**src/core/arar_defines.svh**
```systemverilog
// Functional notes
// RULE1 - range register bits 31 to 7 are reserved and always read as zero.
// RULE2 - range register bits 5 and 4 cannot be written and always read as 00b.
// RULE3 - range register bit 6 is read/write, resets to 0, and 1 turns the internal reference off.
// RULE4 - range codes 0000b to 0100b pick the bipolar spans of 3, 2.5, 1.5, 1.25 and 0.625 times ref.
// RULE5 - codes 1000b to 1011b pick unipolar spans of 3, 2.5, 1.5, 1.25 times ref; reset code 0000b.
// RULE6 - the range register is byte addressed, bits 15-8, 23-16, 31-24 at bytes 15h, 16h, 17h.
// RULE7 - the alarm register is read only and spans bytes 20h to 23h, low byte at 20h.
// RULE8 - every alarm flag resets to 0 and reads 1 while its alarm condition exists.
// RULE9 - alarm bit 15 is the live low-supply flag and bit 14 the live high-supply flag.
// RULE10 - alarm bit 11 is the live high-input flag and bit 10 the live low-input flag.
// RULE11 - alarm bit 7 is the latched low-supply flag and bit 6 the latched high-supply flag.
// RULE12 - alarm bit 5 is the latched high-input flag and bit 4 the latched low-input flag.
// RULE13 - alarm bit 0 is the OR of the four latched flags.
// RULE14 - alarm bits 31-16, 13-12, 9-8 and 3-1 are reserved and read as zero.
// RULE15 - the input alarm compares the result with 16-bit thresholds extended by two zero bits.
// RULE16 - live flags follow each conversion; latched flags hold until software reads the alarm word.
// RULE17 - writes to reserved bits or to the read-only alarm word change nothing.
`ifndef ARAR_DEFINES_SVH
`define ARAR_DEFINES_SVH

// ----------------------------------------------------------------------
// byte offsets
// ----------------------------------------------------------------------
`define ARAR_OFS_RANGE      8'h14
`define ARAR_OFS_ALARM      8'h20
`define ARAR_OFS_HI_THR     8'h24
`define ARAR_OFS_LO_THR     8'h28
`define ARAR_OFS_IRQ_STAT   8'h40
`define ARAR_OFS_IRQ_MASK   8'h44

// ----------------------------------------------------------------------
// field positions
// ----------------------------------------------------------------------
`define ARAR_RANGE_REF_BIT  6
`define ARAR_AL_LIVE_SUP_LO 15
`define ARAR_AL_LIVE_SUP_HI 14
`define ARAR_AL_LIVE_IN_HI  11
`define ARAR_AL_LIVE_IN_LO  10
`define ARAR_AL_TRIP_SUP_LO 7
`define ARAR_AL_TRIP_SUP_HI 6
`define ARAR_AL_TRIP_IN_HI  5
`define ARAR_AL_TRIP_IN_LO  4
`define ARAR_AL_ANY         0

// ----------------------------------------------------------------------
// reset values
// ----------------------------------------------------------------------
`define ARAR_RST_RANGE      4'h0
`define ARAR_RST_REF_OFF    1'b0
`define ARAR_RST_HI_THR     16'hFFFF
`define ARAR_RST_LO_THR     16'h0000
`define ARAR_RST_WORD       32'h0000_0000

`endif

```
**src/core/arar_pkg.sv**
```systemverilog
package arar_pkg;

  // bus answer sequencer, one-hot
  typedef enum logic [1:0] {
    ARAR_ST_IDLE = 2'b01,
    ARAR_ST_ACK  = 2'b10
  } arar_bus_st_t;

  // alarm sources, index into the internal 4-bit vectors
  typedef enum int unsigned {
    ARAR_SRC_IN_LO  = 0,
    ARAR_SRC_IN_HI  = 1,
    ARAR_SRC_SUP_HI = 2,
    ARAR_SRC_SUP_LO = 3
  } arar_src_t;

endpackage

```
**src/core/arar_regs.sv**
```systemverilog
`timescale 1ns/100ps
`default_nettype none
`include "arar_defines.svh"

module arar_regs
  import arar_pkg::*;
#(
  parameter int RES_W = 18
) (
  // clock and reset
  input  wire logic             clk,
  input  wire logic             rst,
  // avalon-mm slave
  input  wire logic [7:0]       address,
  input  wire logic             read,
  input  wire logic             write,
  input  wire logic [31:0]      writedata,
  input  wire logic [3:0]       byteenable,
  output var  logic [31:0]      readdata,
  output var  logic             waitrequest,
  // conversion results, same clock
  input  wire logic [RES_W-1:0] conv_result,
  input  wire logic             conv_valid,
  // supply comparators, asynchronous pins
  input  wire logic             supply_low_pin,
  input  wire logic             supply_high_pin,
  // configuration to the analog side
  output var  logic             internal_ref_off,
  output var  logic [3:0]       range_code,
  output var  logic             range_unipolar,
  // alarm summary and interrupt
  output var  logic             any_latched_alarm,
  output var  logic             alarm_irq
);

  // ----------------------------------------------------------------------
  // helpers
  // ----------------------------------------------------------------------

  // only the nine documented spans are accepted
  function automatic logic range_code_ok(input logic [3:0] c);
    range_code_ok = (c <= 4'h4) || (c >= 4'h8 && c <= 4'hB); // [RULE4] [RULE5]
  endfunction

  // threshold widened with two low zeros to the result width
  function automatic logic [RES_W-1:0] thr_ext(input logic [15:0] t);
    thr_ext = {t, 2'b00}; // [RULE15]
  endfunction

  // ----------------------------------------------------------------------
  // declarations
  // ----------------------------------------------------------------------
  arar_bus_st_t st_r,        st_nxt;
  logic         wait_r,      wait_nxt;
  logic [31:0]  rdata_r,     rdata_nxt;
  logic         ref_off_r,   ref_off_nxt;
  logic [3:0]   range_r,     range_nxt;
  logic         unip_r,      unip_nxt;
  logic [15:0]  hi_thr_r,    hi_thr_nxt;
  logic [15:0]  lo_thr_r,    lo_thr_nxt;
  logic [3:0]   live_r,      live_nxt;
  logic [3:0]   trip_r,      trip_nxt;
  logic         any_r,       any_nxt;
  logic [3:0]   istat_r,     istat_nxt;
  logic [3:0]   imask_r,     imask_nxt;
  logic         irq_r,       irq_nxt;
  logic [1:0]   sup_lo_sync_r;
  logic [1:0]   sup_hi_sync_r;
  logic         commit;
  logic         wr_commit;
  logic         rd_commit;
  logic [3:0]   cond;
  logic [31:0]  alarm_word;
  logic [31:0]  range_word;

  // ----------------------------------------------------------------------
  // pin synchronisers
  // ----------------------------------------------------------------------

  // first stage feeds only the second
  always_ff @(posedge clk or posedge rst) begin
    if (rst) begin
      sup_lo_sync_r <= 2'b00;
      sup_hi_sync_r <= 2'b00;
    end else begin
      sup_lo_sync_r <= {sup_lo_sync_r[0], supply_low_pin};
      sup_hi_sync_r <= {sup_hi_sync_r[0], supply_high_pin};
    end
  end

  // ----------------------------------------------------------------------
  // bus sequencer
  // ----------------------------------------------------------------------

  // request is taken at the edge where waitrequest is seen low
  assign commit    = (st_r == ARAR_ST_ACK) && (read || write);
  assign wr_commit = commit && write;
  assign rd_commit = commit && read;

  // one wait cycle gives a registered read path; costs a cycle per access
  always_comb begin
    st_nxt   = st_r;
    wait_nxt = 1'b1;
    case (st_r)
      ARAR_ST_IDLE: begin
        if (read || write) begin
          st_nxt   = ARAR_ST_ACK;
          wait_nxt = 1'b0;
        end
      end
      ARAR_ST_ACK: begin
        st_nxt   = ARAR_ST_IDLE;
        wait_nxt = 1'b1;
      end
      default: begin
        st_nxt   = ARAR_ST_IDLE;
        wait_nxt = 1'b1;
      end
    endcase
  end

  always_ff @(posedge clk or posedge rst) begin
    if (rst) begin
      st_r   <= ARAR_ST_IDLE;
      wait_r <= 1'b1;
    end else begin
      st_r   <= st_nxt;
      wait_r <= wait_nxt;
    end
  end

  // ----------------------------------------------------------------------
  // read words
  // ----------------------------------------------------------------------

  // range word: only bits 6 and 3-0 carry state
  always_comb begin
    range_word = `ARAR_RST_WORD;                       // [RULE1] [RULE2]
    range_word[`ARAR_RANGE_REF_BIT] = ref_off_r;      // [RULE3]
    range_word[3:0] = range_r;                         // [RULE4] [RULE5]
  end

  // alarm word, reserved positions left at zero
  always_comb begin
    alarm_word = `ARAR_RST_WORD;                                     // [RULE14]
    alarm_word[`ARAR_AL_LIVE_SUP_LO] = live_r[ARAR_SRC_SUP_LO];     // [RULE9]
    alarm_word[`ARAR_AL_LIVE_SUP_HI] = live_r[ARAR_SRC_SUP_HI];     // [RULE9]
    alarm_word[`ARAR_AL_LIVE_IN_HI]  = live_r[ARAR_SRC_IN_HI];      // [RULE10]
    alarm_word[`ARAR_AL_LIVE_IN_LO]  = live_r[ARAR_SRC_IN_LO];      // [RULE10]
    alarm_word[`ARAR_AL_TRIP_SUP_LO] = trip_r[ARAR_SRC_SUP_LO];     // [RULE11]
    alarm_word[`ARAR_AL_TRIP_SUP_HI] = trip_r[ARAR_SRC_SUP_HI];     // [RULE11]
    alarm_word[`ARAR_AL_TRIP_IN_HI]  = trip_r[ARAR_SRC_IN_HI];      // [RULE12]
    alarm_word[`ARAR_AL_TRIP_IN_LO]  = trip_r[ARAR_SRC_IN_LO];      // [RULE12]
    alarm_word[`ARAR_AL_ANY]         = |trip_r;                      // [RULE13]
  end

  // read data is registered when waitrequest drops and holds to commit
  always_comb begin
    rdata_nxt = rdata_r;
    if (st_r == ARAR_ST_IDLE && read) begin
      case (address)
        `ARAR_OFS_RANGE:    rdata_nxt = range_word;               // [RULE6]
        `ARAR_OFS_ALARM:    rdata_nxt = alarm_word;               // [RULE7]
        `ARAR_OFS_HI_THR:   rdata_nxt = {16'h0000, hi_thr_r};
        `ARAR_OFS_LO_THR:   rdata_nxt = {16'h0000, lo_thr_r};
        `ARAR_OFS_IRQ_STAT: rdata_nxt = {28'h000_0000, istat_r};
        `ARAR_OFS_IRQ_MASK: rdata_nxt = {28'h000_0000, imask_r};
        default:            rdata_nxt = `ARAR_RST_WORD;          // unmapped reads zero
      endcase
    end
  end

  always_ff @(posedge clk or posedge rst) begin
    if (rst) begin
      rdata_r <= `ARAR_RST_WORD;
    end else begin
      rdata_r <= rdata_nxt;
    end
  end

  // ----------------------------------------------------------------------
  // configuration registers
  // ----------------------------------------------------------------------

  // only byte lane 0 of the range word holds writable bits
  always_comb begin
    ref_off_nxt = ref_off_r;
    range_nxt   = range_r;
    unip_nxt    = unip_r;
    hi_thr_nxt  = hi_thr_r;
    lo_thr_nxt  = lo_thr_r;
    imask_nxt   = imask_r;
    if (wr_commit) begin
      case (address)
        `ARAR_OFS_RANGE: begin
          if (byteenable[0]) begin
            ref_off_nxt = writedata[`ARAR_RANGE_REF_BIT];    // [RULE3]
            // unlisted codes would leave the front end undefined
            if (range_code_ok(writedata[3:0])) begin
              range_nxt = writedata[3:0];                    // [RULE4] [RULE5]
              unip_nxt  = writedata[3];
            end
          end
        end
        `ARAR_OFS_HI_THR: begin
          if (byteenable[0]) begin
            hi_thr_nxt[7:0] = writedata[7:0];
          end
          if (byteenable[1]) begin
            hi_thr_nxt[15:8] = writedata[15:8];
          end
        end
        `ARAR_OFS_LO_THR: begin
          if (byteenable[0]) begin
            lo_thr_nxt[7:0] = writedata[7:0];
          end
          if (byteenable[1]) begin
            lo_thr_nxt[15:8] = writedata[15:8];
          end
        end
        `ARAR_OFS_IRQ_MASK: begin
          if (byteenable[0]) begin
            imask_nxt = writedata[3:0];
          end
        end
        default: begin
          ref_off_nxt = ref_off_r;                           // [RULE17]
        end
      endcase
    end
  end

  always_ff @(posedge clk or posedge rst) begin
    if (rst) begin
      ref_off_r <= `ARAR_RST_REF_OFF;                        // [RULE3]
      range_r   <= `ARAR_RST_RANGE;                          // [RULE5]
      unip_r    <= 1'b0;
      hi_thr_r  <= `ARAR_RST_HI_THR;
      lo_thr_r  <= `ARAR_RST_LO_THR;
      imask_r   <= 4'h0;
    end else begin
      ref_off_r <= ref_off_nxt;
      range_r   <= range_nxt;
      unip_r    <= unip_nxt;
      hi_thr_r  <= hi_thr_nxt;
      lo_thr_r  <= lo_thr_nxt;
      imask_r   <= imask_nxt;
    end
  end

  // ----------------------------------------------------------------------
  // alarm flags
  // ----------------------------------------------------------------------

  // present condition: input flags judged against the widened thresholds, supply flags from the synchronisers
  always_comb begin
    cond = 4'h0;
    cond[ARAR_SRC_IN_HI]  = conv_result > thr_ext(hi_thr_r);  // [RULE15]
    cond[ARAR_SRC_IN_LO]  = conv_result < thr_ext(lo_thr_r);  // [RULE15]
    cond[ARAR_SRC_SUP_HI] = sup_hi_sync_r[1];
    cond[ARAR_SRC_SUP_LO] = sup_lo_sync_r[1];
  end

  // a trip that lands on the clearing read survives it
  always_comb begin
    live_nxt = live_r;
    trip_nxt = trip_r;
    if (rd_commit && address == `ARAR_OFS_ALARM) begin
      trip_nxt = 4'h0;                                       // [RULE16]
    end
    if (conv_valid) begin
      live_nxt = cond;                                       // [RULE16] [RULE8]
      trip_nxt = trip_nxt | cond;                            // [RULE16] [RULE8]
    end
    any_nxt = |trip_nxt;                                     // [RULE13]
  end

  always_ff @(posedge clk or posedge rst) begin
    if (rst) begin
      live_r <= 4'h0;                                        // [RULE8]
      trip_r <= 4'h0;                                        // [RULE8]
      any_r  <= 1'b0;
    end else begin
      live_r <= live_nxt;
      trip_r <= trip_nxt;
      any_r  <= any_nxt;
    end
  end

  // ----------------------------------------------------------------------
  // interrupt
  // ----------------------------------------------------------------------

  // event is a flag newly latching; write-one clears, set wins
  always_comb begin
    istat_nxt = istat_r;
    if (wr_commit && address == `ARAR_OFS_IRQ_STAT && byteenable[0]) begin
      istat_nxt = istat_r & ~writedata[3:0];
    end
    if (conv_valid) begin
      istat_nxt = istat_nxt | (cond & ~trip_r);
    end
    irq_nxt = |(istat_nxt & imask_nxt);
  end

  always_ff @(posedge clk or posedge rst) begin
    if (rst) begin
      istat_r <= 4'h0;
      irq_r   <= 1'b0;
    end else begin
      istat_r <= istat_nxt;
      irq_r   <= irq_nxt;
    end
  end

  // ----------------------------------------------------------------------
  // outputs, all straight from flops
  // ----------------------------------------------------------------------
  assign readdata          = rdata_r;
  assign waitrequest       = wait_r;
  assign internal_ref_off  = ref_off_r;
  assign range_code        = range_r;
  assign range_unipolar    = unip_r;
  assign any_latched_alarm = any_r;
  assign alarm_irq         = irq_r;

endmodule

`default_nettype wire

```
**config.mk**
```make
export PLATFORM = sky130hd
export DESIGN_NAME = arar_regs
export DESIGN_NICKNAME = d
export VERILOG_FILES = /design/src/core/arar_pkg.sv /design/src/core/arar_regs.sv
export VERILOG_INCLUDE_DIRS = /design/src /design/src/core
export SDC_FILE = /design/constraint.sdc
export NUM_CORES = 1
export LEC_CHECK = 0
export ABC_AREA = 1
export BUFFER_PORTS_ARGS = -buffer_cell sky130_fd_sc_hd__buf_2
export CORE_MARGIN = 5
export CORE_UTILIZATION = 25
export CTS_CLUSTER_DIAMETER = 40
export DETAILED_ROUTE_END_ITERATION = 8
export RECOVER_POWER = 25
export SLEW_MARGIN = 20
export SYNTH_ARGS = -nofsm -noshare
export SYNTH_HDL_FRONTEND = slang
export SYNTH_SLANG_ARGS = --single-unit
```
**constraint.sdc**
```tcl
create_clock -name clk -period 7 [get_ports clk]
set_input_delay 1.4 -clock clk [delete_from_list [all_inputs] [get_ports clk]]
set_output_delay 1.4 -clock clk [all_outputs]
set_load 0.01 [all_outputs]
```
==> results.json, run 1 <==
{
  "tightest_slew_ns": 1.01,
  "cts-buffers-inserted": 9,
  "num_io_pins": 110,
  "seqPwrFrac_pct": 44.6,
  "wl_met1_um": 5810,
  "port-buffer-count": 75,
  "cp_slowest_cell": "nor2_1",
  "worst_clock_skew_ns": 0.00476,
  "required_ns": 7.19,
  "netlist.area_leader.share_pct": 34.0,
  "die_height_um": 143,
  "yosys.cell_types.count": 36,
  "layout_commonest_cell": "nand2_1",
  "pwr-share-comb_pct": 12.0,
  "cts_resized": 0,
  "core_mm2": 0.0173,
  "ir_worst_vdd_mv": 0.107,
  "drt-total-wl_um": 11900,
  "path_delay_family": "simple AND/OR/NAND/NOR gates",
  "cp_num_buf_inv": 3,
  "cts_buffer_depth": 2,
  "grt_max_degree": 79,
  "finalCritPeriodShare_pct": 43.9,
  "place_congestion": 0.780,
  "max_slew_margin_pct": 32.5,
  "finalCriticalPeriod_ns": 3.07,
  "htreeDepth": 3,
  "grt_pass1_vias": 3627,
  "setup_tns_ns": 0,
  "maxCapViolCount": 0,
  "endpoint_kind": "flip-flop",
  "via_count": 3609,
  "grt_overflow": 0,
  "hold_violations": 0,
  "fmax_ghz": 0.325,
  "crit_chain": "clkbuf_1, inv_1, nor2_1, inv_1, nand2_1, o21ai_0",
  "drc": 0,
  "postCtsHoldBufs": 0,
  "crit_type": "input port to flip-flop",
  "vias_per_cell": 4.29,
  "netlist_instances": 537,
  "wl_met2_um": 5310,
  "startpoint_type": "input port",
  "antenna_cells": 0,
  "p_sw_uw": 286,
  "cts.sinks": 78,
  "drt_iter0_markers": 208,
  "die_x_um": 143,
  "topRoutingLayerUsed": "met4",
  "p_int_uw": 796,
  "cts_root_buffer": "clkbuf_16",
  "crit_arrival_ns": 3.27,
  "synth.area.top_cells": "dfrtp_1 (34%), nand2_1 (12%), dfstp_2 (11%)",
  "power.share.clock_pct": 43.4,
  "synth_seq_area_share_pct": 44.7,
  "leakage_uw": 0.00263,
  "grt_first_pass_wirelength_um": 19100,
  "ys_ff_latch": 78,
  "rsz0062_at_grt": "no",
  "cts_tree": "yes",
  "area_delta_synth_final_pct": 18.7,
  "final_nets": 712,
  "final_max_slew_viol_count": 0,
  "start_util_pct": 25.5,
  "clkTransAtPathRegs_ns": 0.06,
  "rows": 48,
  "clock_latency_ns": 0.34,
  "synth_top_area_cell": "dfrtp_1",
  "cpPeakStageDelay_ns": 0.77,
  "crit_top_cell": "inv_1",
  "avgRoutedWirePerCell_um": 14.1,
  "drtAntennaViolNets": 0,
  "drive_gt1_share_pct": 23.7,
  "antenna_found_initial": 0,
  "grt.total_usage_pct": 12.2,
  "hpwl_um": 9210,
  "cts_setup_buffers": 0,
  "p_per_area_mw_per_mm2": 206,
  "switching_share_pct": 26.4,
  "drt-pass1-iter-count": 5,
  "final_cell_mix": "nand2_1 (142), inv_1 (79), buf_2 (73)",
  "syn_avg_cell_area_um2": 8.23,
  "yosysWarnings": 0,
  "cp_max_fo": 20,
  "setup_violations": 0,
  "syn_area_mm2": 0.00442,
  "outcome": "complete, no violations",
  "hold_ws_ns": 0.353,
  "hp-class": "flip-flop to flip-flop",
  "die-area_mm2": 0.0204,
  "route.met3.wl_um": 528
}
cell type report:
type	count	area, um2
clock buffer	12	246
clock inverter	4	47.5
fill	1889	12100
inverter	88	334
multi-input combinational	359	1980
sequential	78	1970
tap	225	282
timing repair buffer	76	384
synth_stat cells:
master,n
nor2_8,1
o31ai_1,1
o21ai_1,34
dfstp_2,18
o21a_1,1
buf_6,2
nand2_1,142
clkbuf_1,3
o211ai_1,2
ha_1,31
nand3_2,1
clkinv_2,3
nor3_1,3
inv_1,79
nand2_4,3
and2_1,1
nor3_4,1
buf_4,18
nand4_1,6
nand3_4,1
o22ai_1,11
nor2_4,1
nor4_1,1
buf_2,4
a21oi_1,17
o21ai_2,10
o21ai_0,23
dfrtp_1,60
nor2_1,23
nand4_4,1
nand3_1,15
a211oi_1,1
nand2_2,10
nor2_2,2
conb_1,1
inv_2,6
final timing paths:
check                      cells after the start  slack [ns]             start               end
max                                            6        3.93              read      readdata[11]
min                                            0        0.35  sup_hi_sync_r[0]  sup_hi_sync_r[1]
max reg2reg                                    7        4.49           st_r[0]      readdata[11]
min reg2reg                                    0        0.35  sup_hi_sync_r[0]  sup_hi_sync_r[1]
max in group asynchronous                      3        5.23               rst       readdata[8]
min in group asynchronous                      3        1.27               rst           st_r[1]
through the flow:
step                setup WS [ns]  instances  utilization, %  total power [uW]  area, um2
global route                 3.70        842            30.3              1140       5250
CTS                          4.00        842            30.3              1100       5240
global placement             3.61        826            28.6               620       4950
finish                       3.93        842            30.3              1080       5250
detailed placement           3.65        826            28.6               623       4950
floorplan                    3.63        552               -               579       4470
power by group through the flow:
stage | sequential [uW] | combinational [uW] | clock (uW)
finish | 483 | 130 | 469
global route | 485 | 151 | 500
CTS | 483 | 132 | 481
detailed placement | 491 | 132 | 0
global placement | 490 | 130 | 0
floorplan | 491 | 88.7 | 0
cell families (layout without fill, tap and decap cells):
family / count (synthesis) / in the layout / synth area share [%]
and+or+nand+nor: 212 / 212 / 21.8
buffers and inverters: 115 / 180 / 11.8
AOI/OAI and AO/OA: 100 / 100 / 12.8
DFF: 78 / 78 / 44.7
adders and majority gates: 31 / 31 / 8.78
other: 1 / 16 / 0.0849
registers in the layout, summed over array words and instances (netlist names):
register,cells
hi_thr_r,16
lo_thr_r,16
readdata,16
imask_r,4
istat_r,4
live_r,4
range_code,4
trip_r,4
st_r,2
sup_hi_sync_r,2
sup_lo_sync_r,2
alarm_irq,1
any_latched_alarm,1
internal_ref_off,1
waitrequest,1
layer usage:
layer / vias to the layer above / global-route usage [%]
met4: 0 / 4.85
met2: 88 / 18.3
met5: - / 0
met1: 1666 / 16.9
li1: 1839 / -
met3: 16 / 2.85
Note: power is estimated with default switching activity, not from simulation.
==> run 2: changes to the inputs <==
==> constraint.sdc (replaced) <==
create_clock -name clk -period 3.07 [get_ports clk]
set_input_delay 0.614 -clock clk [delete_from_list [all_inputs] [get_ports clk]]
set_output_delay 0.614 -clock clk [all_outputs]
set_load 0.01 [all_outputs]
==> results.json, run 2 (same netlist as run 1, synthesis figures left out) <==
{
  "outcome": "complete, no violations",
  "postCtsHoldBufs": 0,
  "p_per_area_mw_per_mm2": 457,
  "reg2reg_to": "any_latched_alarm",
  "p_sw_uw": 653,
  "crit_arrival_ns": 2.42,
  "grt_max_degree": 39,
  "core_mm2": 0.0173,
  "topRoutingLayerUsed": "met4",
  "crit_type": "input port to async pin",
  "wl_met1_um": 5740,
  "tightest_slew_ns": 1.10,
  "start_util_pct": 25.5,
  "cts_tree": "yes",
  "cts_buffer_depth": 2,
  "maxCapViolCount": 0,
  "drtAntennaViolNets": 0,
  "drt-total-wl_um": 11700,
  "port-buffer-count": 75,
  "setup_ws_ns": 0.966,
  "pwr-share-comb_pct": 12.9,
  "layout_commonest_cell": "nand2_1",
  "fill_cells": 1901,
  "finalNonFillerCells": 844,
  "hpwl_um": 9210,
  "drc": 0,
  "hp-class": "flip-flop to flip-flop",
  "drt-pass1-iter-count": 4,
  "hold_ws_ns": 0.349,
  "seqPwrFrac_pct": 46.0,
  "grt_pass1_vias": 3565,
  "route.met3.wl_um": 475,
  "num_io_pins": 110,
  "cts-buffers-inserted": 9,
  "postLayoutCoreUtil_pct": 30.2,
  "vias_per_cell": 4.19,
  "setup_tns_ns": 0,
  "drive_gt1_share_pct": 24.1,
  "power.share.clock_pct": 41.1,
  "htreeDepth": 3,
  "wl_met2_um": 5360,
  "final_nets": 714,
  "finalCritPeriodShare_pct": 68.5,
  "regArea_mm2": 0.00197,
  "rr_worst_depth": 11,
  "die-area_mm2": 0.0204,
  "hold_end": "sup_lo_sync_r[1]",
  "die_height_um": 143,
  "cts_resized": 0,
  "startpoint_type": "input port",
  "final_max_slew_viol_count": 0,
  "clkTransAtPathRegs_ns": 0.06,
  "antenna_found_initial": 0,
  "fmax_ghz": 0.475,
  "place_inst": 828,
  "rrSetupSlack_ns": 1.15,
  "cts_setup_buffers": 0,
  "multi_input_area_mm2": 0.00198,
  "die_x_um": 143,
  "switching_share_pct": 27.3,
  "grt_overflow": 0,
  "worstHoldPathCells": 0,
  "finalCriticalPeriod_ns": 2.10,
  "cts.sinks": 78,
  "rows": 48,
  "setup_violations": 0,
  "required_ns": 3.39,
  "cts_root_buffer": "clkbuf_16",
  "ir_worst_vdd_mv": 0.318,
  "via_count": 3537,
  "max_slew_margin_pct": 26.5,
  "p_int_uw": 1740,
  "avgRoutedWirePerCell_um": 13.9,
  "grt_first_pass_wirelength_um": 19000,
  "rsz0062_at_grt": "no",
  "clock_latency_ns": 0.34,
  "grt.total_usage_pct": 11.9,
  "antenna_cells": 0,
  "rr_startpoint": "hi_thr_r[15]",
  "place_congestion": 0.816,
  "hold_violations": 0,
  "endpoint_kind": "async pin",
  "dp_slack_ns": 0.962,
  "area_delta_synth_final_pct": 18.4,
  "drt_iter0_markers": 174,
  "min_from": "sup_lo_sync_r[0]",
  "final_cell_mix": "nand2_1 (142), inv_1 (79), buf_2 (74)",
  "leakage_uw": 0.00263,
  "worst_clock_skew_ns": 0.00720,
  "cp_max_fo": 38
}
## run 2: cell types whose count changed in the layout (fill, tap and decap cells not counted)
cell	delta
buf_2	+1
bufinv_16	-1
buf_6	-1
clkbuf_1	-1
clkinv_2	+1
clkbuf_2	+1
buf_4	+2
## run 2: power by group through the flow
stage / clock [uW] / combinational, uW / sequential (uW)
2_1_floorplan: 0 / 202 / 1120
3_3_place_gp: 0 / 310 / 1120
3_5_place_dp: 0 / 315 / 1120
4_1_cts: 1000 / 316 / 1100
5_1_grt: 1040 / 356 / 1100
6_report: 982 / 309 / 1100
## run 2: worst max path at each step
| stage | start | to |
|---|---|---|
| 6_report | rst | lo_thr_r[4] |
| 5_1_grt | rst | lo_thr_r[5] |
| 4_1_cts | hi_thr_r[15] | any_latched_alarm |
| 3_5_place_dp | address[1] | lo_thr_r[1] |
| 3_3_place_gp | address[1] | lo_thr_r[1] |
| 2_1_floorplan | rst | alarm_irq |
## run 2: critical path: stages
cell and delay [ns]:
buf_2 0.09, inv_1 0.78, clkbuf_2 0.90
## run 2: cell type report
type | instances | area share (%)
clock inverter | 4 | 0.431
inverter | 88 | 6.39
tap | 225 | 5.38
clock buffer | 12 | 4.71
multi-input combinational | 359 | 37.8
timing repair buffer | 78 | 7.54
sequential | 78 | 37.8
## run 2: layer usage
metal | vias to the layer above | global-route usage [%]
li1 | 1839 | -
met1 | 1608 | 16.5
met2 | 77 | 18.8
met3 | 13 | 2.98
met4 | 0 | 3.00
met5 | - | 0
## run 2: stage by stage
stage | cell area (um2) | power (uW)
final | 5230 | 2390
after global placement | 4980 | 1430
after detailed placement | 4980 | 1430
after floorplan | 4470 | 1320
after global routing | 5230 | 2500
after CTS | 5250 | 2420
